## src/hdl/asyntx_pkg.sv

```systemverilog
// asyntx_pkg: register map, field positions, reset values, timing
// assumes: used by asyntx_top and the bench, always with package-qualified names
package asyntx_pkg;
  // ---------------------------------------------------------------
  // register byte offsets
  // ---------------------------------------------------------------
  localparam logic [3:0] ADDR_STATUS = 4'h0;
  localparam logic [3:0] ADDR_DATA = 4'h4;
  localparam logic [3:0] ADDR_CTRL1 = 4'h8;
  localparam logic [3:0] ADDR_CTRL2 = 4'hc;
  // ---------------------------------------------------------------
  // field positions
  // ---------------------------------------------------------------
  localparam int C1_NINTH = 0;
  localparam int C1_WLEN = 1;
  localparam int C2_BREAK = 0;
  localparam int C2_RXEN = 1;
  localparam int C2_TXEN = 2;
  localparam int C2_DONEIE = 3;
  localparam int C2_EMPTYIE = 4;
  localparam int C2_DIV_LSB = 8;
  localparam int ST_DONE = 0;
  localparam int ST_EMPTY = 1;
  localparam int ST_BUSY = 2;
  // ---------------------------------------------------------------
  // reset values and sizes
  // ---------------------------------------------------------------
  localparam logic [1:0] CTRL1_RST = 2'h0;
  localparam logic [4:0] CTRL2_FLAGS_RST = 5'h00;
  localparam logic [15:0] DIV_RST = 16'h00f9;
  localparam logic [3:0] BITS_8 = 4'h8;
  localparam logic [3:0] BITS_9 = 4'h9;
  localparam logic [1:0] RESP_OKAY = 2'h0;
  localparam logic [1:0] RESP_SLVERR = 2'h2;
  // ---------------------------------------------------------------
  // timing: fastest rate 500K baud at 125 MHz
  // ---------------------------------------------------------------
  localparam int CLK_HZ = 125000000;
  localparam int MAX_BAUD = 500000;
  localparam int MIN_DIV = CLK_HZ / MAX_BAUD;
  localparam logic [15:0] MIN_DIV_M1 = 16'(MIN_DIV - 1);
  // ---------------------------------------------------------------
  // transmitter states
  // ---------------------------------------------------------------
  typedef enum logic [2:0] {
    ST_OFF = 3'b000,
    ST_IDLE = 3'b001,
    ST_PREAMBLE = 3'b010,
    ST_FRAME = 3'b011,
    ST_BRK = 3'b100,
    ST_MARK = 3'b101
  } asyntx_state_t;
endpackage : asyntx_pkg

```

## src/hdl/asyntx_top.sv

```systemverilog
// asyntx_top: async serial transmitter behind an AXI4-Lite slave
// assumes: single 125 MHz clock, synchronous active-low reset
//
// Implementation choices: the AXI4-Lite interface to the registers and the placing of the registers.
`timescale 1ns/1ns
`default_nettype none
module asyntx_top (
  input wire logic aclk,
  input wire logic aresetn,
  input wire logic [3:0] s_axi_awaddr,
  input wire logic s_axi_awvalid,
  output logic s_axi_awready,
  input wire logic [31:0] s_axi_wdata,
  input wire logic [3:0] s_axi_wstrb,
  input wire logic s_axi_wvalid,
  output logic s_axi_wready,
  output logic [1:0] s_axi_bresp,
  output logic s_axi_bvalid,
  input wire logic s_axi_bready,
  input wire logic [3:0] s_axi_araddr,
  input wire logic s_axi_arvalid,
  output logic s_axi_arready,
  output logic [31:0] s_axi_rdata,
  output logic [1:0] s_axi_rresp,
  output logic s_axi_rvalid,
  input wire logic s_axi_rready,
  input wire logic cpu_irq_mask,
  output logic tx_line_o,
  output logic tx_line_oe,
  output logic irq_o
);
  // ---------------------------------------------------------------
  // state
  // ---------------------------------------------------------------
  logic aw_reg, aw_next, w_reg, w_next, b_reg, b_next, r_reg, r_next;
  logic [3:0] awa_reg, awa_next;
  logic [31:0] wd_reg, wd_next, rd_reg, rd_next;
  logic [3:0] ws_reg, ws_next;
  logic [1:0] br_reg, br_next, rr_reg, rr_next;
  logic [1:0] c1_reg, c1_next;
  logic [4:0] c2_reg, c2_next;
  logic [15:0] div_reg, div_next, bcnt_reg, bcnt_next;
  logic [8:0] hold_reg, hold_next;
  logic hold_full_reg, hold_full_next;
  logic empty_reg, empty_next, done_reg, done_next;
  logic armed_reg, armed_next, pend_idle_reg, pend_idle_next;
  logic [10:0] sh_reg, sh_next;
  logic [3:0] nbit_reg, nbit_next;
  asyntx_pkg::asyntx_state_t st_reg, st_next;
  logic line_reg, line_next, oe_reg, oe_next, irq_reg, irq_next;
  logic tick, wr_go, rd_go, data_wr, txen, brk, nine, frame_end;
  logic [3:0] frame_bits;

  function automatic logic [10:0] frame_of(input logic [8:0] d,
                                           input logic n);
    frame_of = n ? {1'b1, d, 1'b0} : {2'h3, d[7:0], 1'b0};
  endfunction : frame_of

  assign txen = c2_reg[asyntx_pkg::C2_TXEN];
  assign brk = c2_reg[asyntx_pkg::C2_BREAK];
  assign nine = c1_reg[asyntx_pkg::C1_WLEN];
  // stop bit plus data plus start
  assign frame_bits = (nine ? asyntx_pkg::BITS_9 : asyntx_pkg::BITS_8)
                      + 4'h2;
  assign tick = (bcnt_reg == 16'h0000);
  assign wr_go = aw_reg && w_reg && !b_reg;
  assign rd_go = s_axi_arvalid && !r_reg;
  assign data_wr = wr_go && (awa_reg == asyntx_pkg::ADDR_DATA);
  assign frame_end = tick && (nbit_reg == 4'h1);

  // ---------------------------------------------------------------
  // bus slave
  // ---------------------------------------------------------------
  always_comb begin
    aw_next = aw_reg;
    w_next = w_reg;
    awa_next = awa_reg;
    wd_next = wd_reg;
    ws_next = ws_reg;
    b_next = b_reg;
    br_next = br_reg;
    r_next = r_reg;
    rd_next = rd_reg;
    rr_next = rr_reg;
    if (s_axi_awvalid && !aw_reg) begin
      aw_next = 1'b1;
      awa_next = s_axi_awaddr;
    end
    if (s_axi_wvalid && !w_reg) begin
      w_next = 1'b1;
      wd_next = s_axi_wdata;
      ws_next = s_axi_wstrb;
    end
    if (wr_go) begin
      aw_next = 1'b0;
      w_next = 1'b0;
      b_next = 1'b1;
      br_next = (awa_reg[1:0] == 2'h0) ? asyntx_pkg::RESP_OKAY
                                       : asyntx_pkg::RESP_SLVERR;
    end else if (b_reg && s_axi_bready) begin
      b_next = 1'b0;
    end
    if (rd_go) begin
      r_next = 1'b1;
      rr_next = asyntx_pkg::RESP_OKAY;
      case (s_axi_araddr)
        asyntx_pkg::ADDR_STATUS: begin
          rd_next = 32'h0;
          rd_next[asyntx_pkg::ST_DONE] = done_reg;
          rd_next[asyntx_pkg::ST_EMPTY] = empty_reg;
          rd_next[asyntx_pkg::ST_BUSY] = (st_reg != asyntx_pkg::ST_IDLE)
                                         && (st_reg != asyntx_pkg::ST_OFF);
        end
        asyntx_pkg::ADDR_DATA: rd_next = {23'h0, hold_reg};
        asyntx_pkg::ADDR_CTRL1: rd_next = {30'h0, c1_reg};
        asyntx_pkg::ADDR_CTRL2: rd_next = {div_reg, 11'h0, c2_reg};
        default: begin
          rd_next = 32'h0;
          rr_next = asyntx_pkg::RESP_SLVERR;
        end
      endcase
    end else if (r_reg && s_axi_rready) begin
      r_next = 1'b0;
    end
  end

  always_ff @(posedge aclk) begin
    if (!aresetn) begin
      aw_reg <= 1'b0;
      w_reg <= 1'b0;
      awa_reg <= 4'h0;
      wd_reg <= 32'h0;
      ws_reg <= 4'h0;
      b_reg <= 1'b0;
      br_reg <= 2'h0;
      r_reg <= 1'b0;
      rd_reg <= 32'h0;
      rr_reg <= 2'h0;
    end else begin
      aw_reg <= aw_next;
      w_reg <= w_next;
      awa_reg <= awa_next;
      wd_reg <= wd_next;
      ws_reg <= ws_next;
      b_reg <= b_next;
      br_reg <= br_next;
      r_reg <= r_next;
      rd_reg <= rd_next;
      rr_reg <= rr_next;
    end
  end

  assign s_axi_awready = !aw_reg;
  assign s_axi_wready = !w_reg;
  assign s_axi_bvalid = b_reg;
  assign s_axi_bresp = br_reg;
  assign s_axi_arready = !r_reg;
  assign s_axi_rvalid = r_reg;
  assign s_axi_rdata = rd_reg;
  assign s_axi_rresp = rr_reg;

  // ---------------------------------------------------------------
  // control, flags and transmitter
  // ---------------------------------------------------------------
  always_comb begin
    c1_next = c1_reg;
    c2_next = c2_reg;
    div_next = div_reg;
    hold_next = hold_reg;
    hold_full_next = hold_full_reg;
    empty_next = empty_reg;
    done_next = done_reg;
    armed_next = armed_reg;
    pend_idle_next = pend_idle_reg;
    sh_next = sh_reg;
    nbit_next = nbit_reg;
    st_next = st_reg;
    bcnt_next = tick ? div_reg : bcnt_reg - 16'h0001;
    if (rd_go && s_axi_araddr == asyntx_pkg::ADDR_STATUS) begin
      armed_next = 1'b1;
    end
    if (wr_go && awa_reg == asyntx_pkg::ADDR_CTRL1 && ws_reg[0]) begin
      c1_next = wd_reg[1:0];
    end
    if (wr_go && awa_reg == asyntx_pkg::ADDR_CTRL2) begin
      if (ws_reg[0]) begin
        c2_next = wd_reg[4:0];
        if (!wd_reg[asyntx_pkg::C2_TXEN] && txen) begin
          hold_full_next = 1'b0; // buffered byte lost on disable
        end
        if (wd_reg[asyntx_pkg::C2_TXEN] && !txen) begin
          pend_idle_next = 1'b1;
        end
      end
      if (ws_reg[1] && ws_reg[2]) begin
        div_next = (wd_reg[31:16] < asyntx_pkg::MIN_DIV_M1)
                   ? asyntx_pkg::MIN_DIV_M1 : wd_reg[31:16];
      end
    end
    if (data_wr) begin
      if (armed_reg) begin
        empty_next = 1'b0;
        done_next = 1'b0;
        armed_next = 1'b0;
      end
      hold_next = {c1_reg[asyntx_pkg::C1_NINTH], wd_reg[7:0]};
      hold_full_next = 1'b1;
    end
    case (st_reg)
      asyntx_pkg::ST_OFF: begin
        if (txen) begin
          st_next = asyntx_pkg::ST_IDLE;
        end
      end
      asyntx_pkg::ST_IDLE: begin
        if (!txen) begin
          st_next = asyntx_pkg::ST_OFF;
        end else if (tick && pend_idle_reg) begin
          sh_next = 11'h7ff;
          nbit_next = frame_bits;
          pend_idle_next = 1'b0;
          st_next = asyntx_pkg::ST_PREAMBLE;
        end else if (tick && brk) begin
          sh_next = 11'h000;
          nbit_next = frame_bits;
          st_next = asyntx_pkg::ST_BRK;
        end else if (tick && hold_full_next) begin
          sh_next = frame_of(hold_next, nine);
          nbit_next = frame_bits;
          hold_full_next = 1'b0;
          empty_next = 1'b1;
          st_next = asyntx_pkg::ST_FRAME;
        end
      end
      asyntx_pkg::ST_PREAMBLE, asyntx_pkg::ST_FRAME,
      asyntx_pkg::ST_BRK, asyntx_pkg::ST_MARK: begin
        if (tick) begin
          sh_next = {1'b1, sh_reg[10:1]};
          nbit_next = nbit_reg - 4'h1;
        end
        if (frame_end) begin
          if (st_reg != asyntx_pkg::ST_PREAMBLE
              && st_reg != asyntx_pkg::ST_MARK) begin
            done_next = 1'b1;
          end
          if (st_reg == asyntx_pkg::ST_BRK && brk) begin
            sh_next = 11'h000;
            nbit_next = frame_bits;
          end else if (st_reg == asyntx_pkg::ST_BRK) begin
            sh_next = 11'h7ff;
            nbit_next = 4'h1;
            st_next = asyntx_pkg::ST_MARK;
          end else if (pend_idle_reg && txen) begin
            sh_next = 11'h7ff;
            nbit_next = frame_bits;
            pend_idle_next = 1'b0;
            st_next = asyntx_pkg::ST_PREAMBLE;
          end else if (hold_full_next && txen && !brk) begin
            sh_next = frame_of(hold_next, nine);
            nbit_next = frame_bits;
            hold_full_next = 1'b0;
            empty_next = 1'b1;
            st_next = asyntx_pkg::ST_FRAME;
          end else begin
            st_next = txen ? asyntx_pkg::ST_IDLE : asyntx_pkg::ST_OFF;
          end
        end
      end
      default: st_next = asyntx_pkg::ST_OFF;
    endcase
  end

  always_comb begin
    oe_next = txen || c2_reg[asyntx_pkg::C2_RXEN]
              || (st_reg != asyntx_pkg::ST_OFF);
    line_next = (st_reg == asyntx_pkg::ST_OFF
                 || st_reg == asyntx_pkg::ST_IDLE) ? 1'b1 : sh_reg[0];
    irq_next = !cpu_irq_mask
               && ((empty_reg && c2_reg[asyntx_pkg::C2_EMPTYIE])
                   || (done_reg && c2_reg[asyntx_pkg::C2_DONEIE]));
  end

  always_ff @(posedge aclk) begin
    if (!aresetn) begin
      c1_reg <= asyntx_pkg::CTRL1_RST;
      c2_reg <= asyntx_pkg::CTRL2_FLAGS_RST;
      div_reg <= asyntx_pkg::DIV_RST;
      bcnt_reg <= asyntx_pkg::DIV_RST;
      hold_reg <= 9'h000;
      hold_full_reg <= 1'b0;
      empty_reg <= 1'b1;
      done_reg <= 1'b1;
      armed_reg <= 1'b0;
      pend_idle_reg <= 1'b0;
      sh_reg <= 11'h7ff;
      nbit_reg <= 4'h0;
      st_reg <= asyntx_pkg::ST_OFF;
      line_reg <= 1'b1;
      oe_reg <= 1'b0;
      irq_reg <= 1'b0;
    end else begin
      c1_reg <= c1_next;
      c2_reg <= c2_next;
      div_reg <= div_next;
      bcnt_reg <= bcnt_next;
      hold_reg <= hold_next;
      hold_full_reg <= hold_full_next;
      empty_reg <= empty_next;
      done_reg <= done_next;
      armed_reg <= armed_next;
      pend_idle_reg <= pend_idle_next;
      sh_reg <= sh_next;
      nbit_reg <= nbit_next;
      st_reg <= st_next;
      line_reg <= line_next;
      oe_reg <= oe_next;
      irq_reg <= irq_next;
    end
  end

  assign tx_line_o = line_reg;
  assign tx_line_oe = oe_reg;
  assign irq_o = irq_reg;
endmodule : asyntx_top
`default_nettype wire

```

## config.mk

```make
export PLATFORM = sky130hd
export DESIGN_NAME = asyntx_top
export DESIGN_NICKNAME = d
export VERILOG_FILES = /design/src/hdl/asyntx_pkg.sv /design/src/hdl/asyntx_top.sv
export SDC_FILE = /design/constraint.sdc
export NUM_CORES = 1
export LEC_CHECK = 0
export BUFFER_PORTS_ARGS = -buffer_cell sky130_fd_sc_hd__clkbuf_2
export CAP_MARGIN = 25
export CORE_MARGIN = 2
export CORE_UTILIZATION = 25
export DETAILED_ROUTE_END_ITERATION = 8
export GPL_ROUTABILITY_DRIVEN = 1
export PLACE_DENSITY = 0.44
export SLEW_MARGIN = 20
export SYNTH_ARGS = -nofsm -noshare
export SYNTH_HDL_FRONTEND = slang
export SYNTH_SLANG_ARGS = --single-unit
```

## constraint.sdc

```tcl
create_clock -name aclk -period 7.4 [get_ports aclk]
set_clock_uncertainty 0.15 [all_clocks]
set_input_delay 1.48 -clock aclk [delete_from_list [all_inputs] [get_ports aclk]]
set_output_delay 1.48 -clock aclk [all_outputs]
set_load 0.02 [all_outputs]
```

Yosys cells after proc, flatten, opt, wreduce, memory -nomap -nowiden:

Index checks and enable logic that the tools add are counted.

* bitwise gates (word level): 1
* $add $sub $neg: 3
* $lt $le $gt $ge: 1
* equality and inequality tests: 21
* multiplexer cells: 90
* reduce and logical (&&, ||, !) cells: 56

Operators by type and width (count)
* 32-bit one-hot mux with 4 select lines: 1
* 11-bit 2-to-1 mux: 10
* 1-bit 2-to-1 mux: 47
* 4-bit 2-to-1 mux: 10
* 16-bit 2-to-1 mux: 2
* 1-bit logical AND: 28
* 3-bit 2-to-1 mux: 8
* 11-bit one-hot mux with 2 select lines: 1
* 4-bit == test (second input constant): 4
* 16-bit logical NOT: 1
* 16-bit by 8-bit less-than comparator with 1-bit output (second input constant): 1
* 16-bit by 1-bit subtractor with 16-bit output (second input constant): 1
* 10-bit 2-to-1 mux: 1
* 9-bit 2-to-1 mux: 1
* 3-bit one-hot mux with 3 select lines: 1
* 4-bit by 3-bit == test with 1-bit output (second input constant): 2
* 1-bit logical NOT: 8
* 2-bit 2-to-1 mux: 4
* 2-bit != test (second input constant): 4
* 4-bit one-hot mux with 2 select lines: 1
* 4-bit OR reduction: 2
* 3-bit by 2-bit == test with 1-bit output (second input constant): 2
* 3-bit == test (second input constant): 2
* 1-bit one-hot mux with 2 select lines: 3
* other kinds (20): 27

* bits of input ports: 52
* register bits: 153
* logic and storage cells: 198
* output and inout bits: 44

Depth between registers and ports, before layout:

* depth after elaboration: 14
* gate-level depth with buffers: 10
* mapped depth without buffers: 8

Worst setup path after synthesis:

No wires, ideal clock.

* kind: input to register
* from: in s_axi_araddr[2]
* to: reg rd_reg[22], in the netlist s_axi_rdata[22]
* library setup time: 0.065 ns
* path buffers: 2
* data required time: 7.185 ns
* cell stages on the path: 6
* data arrival time: 2.808 ns
* slack: 4.377 ns
* path through: clkbuf_1 > nand2_1 > nor3_1 > clkbuf_1 > a22oi_1 > nor2b_1

* word-level cells in the longest chain between the ends: 2
* elaborated cells between the ends (all ways): 5
* those cells by class: eq/ne: 3; mux: 1; reduce/logical: 1

Ends and longest elaborated chain
* from (decl): line asyntx_top.sv:20 `input wire logic [3:0] s_axi_araddr,`
* 4-bit == test (tied with other cells): line asyntx_top.sv:106 `case (s_axi_araddr)`
* 32-bit one-hot mux with 4 select lines *: line asyntx_top.sv:106
* to (signal assigned): line asyntx_top.sv:148 `rd_reg <= rd_next;`
* to (decl): line asyntx_top.sv:37 `logic [31:0] wd_reg, wd_next, rd_reg, rd_next;`

Mark *: on every way between the ends. The rest lies on a longest branch, timed or not.
A chain may end at the register's enable or synchronous reset.

Final worst setup path:

* from: reg bcnt_reg[0]
* to: reg sh_reg[4]

* word-level cells in the longest chain between the ends: 8
* elaborated cells between the ends (all ways): 17
* those cells by class: eq/ne: 1; mux: 10; reduce/logical: 6

Ends and longest elaborated chain
* from (decl): line asyntx_top.sv:42 `logic [15:0] div_reg, div_next, bcnt_reg, bcnt_next;`
* from (signal assigned): line asyntx_top.sv:288 `bcnt_reg <= asyntx_pkg::DIV_RST;`
* from (signal assigned): line asyntx_top.sv:305 `bcnt_reg <= bcnt_next;`
* 16-bit logical NOT *: line asyntx_top.sv:65 `assign tick = (bcnt_reg == 16'h0000);`
* 11-bit 2-to-1 mux: line asyntx_top.sv:237 `if (tick) begin`
* 11-bit 2-to-1 mux: line asyntx_top.sv:258 `end else if (hold_full_next && txen && !brk) begin`
* 11-bit 2-to-1 mux: line asyntx_top.sv:253 `end else if (pend_idle_reg && txen) begin`
* 11-bit 2-to-1 mux: line asyntx_top.sv:249 `end else if (st_reg == asyntx_pkg::ST_BRK) begin`
* 11-bit 2-to-1 mux: line asyntx_top.sv:246 `if (st_reg == asyntx_pkg::ST_BRK && brk) begin`
* 11-bit 2-to-1 mux: line asyntx_top.sv:241 `if (frame_end) begin`
* 11-bit one-hot mux with 2 select lines: line asyntx_top.sv:209 `case (st_reg)`
* to (signal assigned): line asyntx_top.sv:312 `sh_reg <= sh_next;`
* to (decl): line asyntx_top.sv:47 `logic [10:0] sh_reg, sh_next;`

Mark *: on every way between the ends. The rest lies on a longest branch, timed or not. The select of a mux whose other input is x is not followed.

==> flow_summary.json <==
{
  "status": "finished clean",
  "drtIter0Drc": 382,
  "ys.warnings.count": 0,
  "antenna_found_initial": 0,
  "synth_largest_area_cell": "dfxtp_1",
  "min_path_cells": 2,
  "die_x_um": 167,
  "die-area_um2": 27800,
  "cts.sinks": 136,
  "setup_tns_ns": 0,
  "io_buffers": 77,
  "yosysSeqAreaShare_pct": 41.1,
  "crit_path_max_fanout": 14,
  "fin_ws_ns": 4.25,
  "cp-end-kind": "register",
  "yosysUniqueCellTypes": 64,
  "slew_violations": 0,
  "synth_top_family_by_area": "simple AND/OR/NAND/NOR gates",
  "io_pins": 96,
  "synth_seq_cells": 136,
  "grt_pass1_wl_um": 31400,
  "critPathKind": "reg2reg",
  "yosys.area_share.simple_pct": 25.1,
  "vias": 5662,
  "diodes": 0,
  "tritoncts": "yes",
  "firstDrtPassIters": 5,
  "fmax_mhz": 317,
  "cts_buffers": 17,
  "post_cts_resized": 0,
  "rsz0062_at_grt": "no",
  "final.period_utilization_pct": 42.6,
  "core-area_um2": 26100,
  "dp.cells": 1147,
  "power_density_nw_per_um2": 214,
  "setup_viol": 0,
  "synth_xor_area_share_pct": 1.06,
  "syn2layout_area_growth_pct": 18.0,
  "synth_edf_count": 0,
  "die_y_um": 167,
  "arrival_ns": 3.36,
  "syn_avg_cell_area_um2": 8.52,
  "cp_cell_sequence": "inv_1 -> ha_1 -> or4b_1 -> nor3_1 -> nand2_1 -> nor4_4 -> a221o_1",
  "routed_wl_um": 19600,
  "timing.slew.headroom_pct": 31.5,
  "tightest_slew_ns": 1.02,
  "yosys.area_share.adder_pct": 0.944,
  "num_rows": 59,
  "largest_register_ff_count": 25,
  "synth.cell_area_um2": 6630,
  "start_util_pct": 25.4,
  "stdcell_count": 1179,
  "cp_slowest_stage_delay_ns": 0.69,
  "place_ws_ns": 4.04,
  "grt_max_degree": 110,
  "grt_pass1_vias": 5407,
  "cp_slowest_cell": "nor4_4",
  "crit_required_ns": 7.61,
  "finalNetCount": 889,
  "cts_max_level": 4,
  "ys_top_cells_by_area": "dfxtp_1, nand2_1, nor2b_1",
  "leakagePower_nw": 3.00,
  "grt_overflow": 0,
  "grt_use_total_pct": 14.2,
  "drcViolationCount": 0,
  "postCtsSetupBuffers": 0,
  "path_clk_slew_ns": 0.07,
  "final_core_util_pct": 30.0,
  "vias_per_cell": 4.80,
  "cts.path.max_buffers": 2,
  "hpwl_um": 14000,
  "hold_viol": 0,
  "clock_latency_ns": 0.42,
  "async_flop_share_pct": 0,
  "cts_hold_buf": 0,
  "synth-compound-area-share_pct": 21.0,
  "ys.flop_type": "dfxtp_1",
  "rr_worst_depth": 7,
  "clockRootBuffer": "clkbuf_16",
  "hp-class": "reg2reg",
  "drv_cap": 0,
  "cp-start-kind": "register",
  "gp_congestion": 0.784,
  "synthesis.instances": 778,
  "wl_per_cell_um": 16.6,
  "reg2reg_slack_ns": 4.25,
  "fin_crit_ns": 3.15,
  "ir_worst_vdd_uv": 138,
  "muxShareOfSynthArea_pct": 5.70,
  "final_antenna_net_count": 0,
  "drive_gt1_share_pct": 17.1,
  "yosysTopAreaCellShare_pct": 41.1
}
cells in the mapped netlist (all sizes together) (4+ instances only):
cell type,number
clkbuf,40
a221o,9
a21boi,40
mux2,10
buf,18
nor3b,4
nand2,118
or4,5
a211oi,4
or3,7
nor2,39
a31oi,11
inv,15
a2bb2oi,4
nor4,6
mux2i,22
and2,9
nand3,25
nor3,25
o21ai,49
o211a,7
nor2b,57
o22ai,6
ha,5
xor2,4
nand2b,6
dfxtp,136
a22oi,32
a21oi,21
and3,6
xnor2,4
layout make-up:
type,instances,area [um^2]
clock buffers,18,439
clock inverters,13,110
fillers,2814,18200
inverters,15,56.3
multi-input cells,577,3610
flip-flops and latches,136,2720
well taps,335,419
repair buffers,85,463
power breakdown:
group          switching [mW]  internal [mW]  leakage (nW)
sequential             0.0171          0.749          1.10
combinational          0.0619         0.0414          1.62
clock                   0.357          0.446         0.272
total                   0.437           1.24          3.00
kinds of logic after synthesis:
family,count (synthesis)
AO/OA/AOI/OAI,200
XOR/XNOR,8
adder cells (fa/ha/maj),5
buffers and inverters,73
flip-flops,136
multiplexers,34
other,1
AND/OR/NAND/NOR,321
metal layers:
layer | global-route usage [%] | routed length, um | part of all wire (%) | up-vias
met5 | 0 | 0 | 0 | -
met4 | 3.49 | 174 | 0.89 | 0
met3 | 2.99 | 709 | 3.6 | 12
met2 | 21.7 | 8610 | 44 | 112
met1 | 20.5 | 10100 | 51 | 2668
li1 | - | - | - | 2870
critical path, delay by kind of cell, from the launching register on:
kind / cells / cell delay, ns
and+or+nand+nor: 4 / 2.09
AOI/OAI and AO/OA: 1 / 0.25
adders and majority gates: 1 / 0.22
buffers and inverters: 1 / 0.07
DFF: 1 / 0.31
stage by stage:
stage | area [um^2] | power, mW | hold slack, ns
after detailed placement | 7250 | 0.886 | 0.325
after global placement | 7230 | 0.884 | 0.319
after global routing | 7820 | 1.74 | 0.352
final | 7820 | 1.67 | 0.330
after floorplan | 6660 | 0.851 | 0.291
after CTS | 7800 | 1.69 | 0.334
placed cells by master (no fill, tap or decap), types with 4 or more instances in the layout:
| cell type | instances |
|---|---|
| nand3_1 | 25 |
| nor3_1 | 24 |
| nor2_1 | 38 |
| a31oi_1 | 10 |
| clkbuf_16 | 17 |
| nor3b_1 | 4 |
| a21oi_1 | 21 |
| a221o_1 | 9 |
| and3_1 | 5 |
| nor2b_1 | 56 |
| inv_1 | 15 |
| nand2_1 | 118 |
| a22oi_1 | 32 |
| ha_1 | 5 |
| a21boi_0 | 40 |
| a211oi_1 | 4 |
| o211a_1 | 7 |
| a2bb2oi_1 | 4 |
| conb_1 | 9 |
| xnor2_1 | 4 |
| inv_6 | 6 |
| buf_4 | 7 |
| dfxtp_1 | 136 |
| mux2i_1 | 22 |
| mux2_2 | 10 |
| or3_1 | 6 |
| clkbuf_2 | 76 |
| o22ai_1 | 6 |
| nand2b_1 | 6 |
| and2_1 | 9 |
| xor2_1 | 4 |
| o21ai_0 | 48 |
worst paths after layout:
| path | startpoint | to |
|---|---|---|
| max | bcnt_reg[0] | sh_reg[4] |
| min | ws_reg[1] | ws_reg[1] |
| max reg2reg | bcnt_reg[0] | sh_reg[4] |
| min reg2reg | ws_reg[1] | ws_reg[1] |
Power figures use the tool's default switching activity.
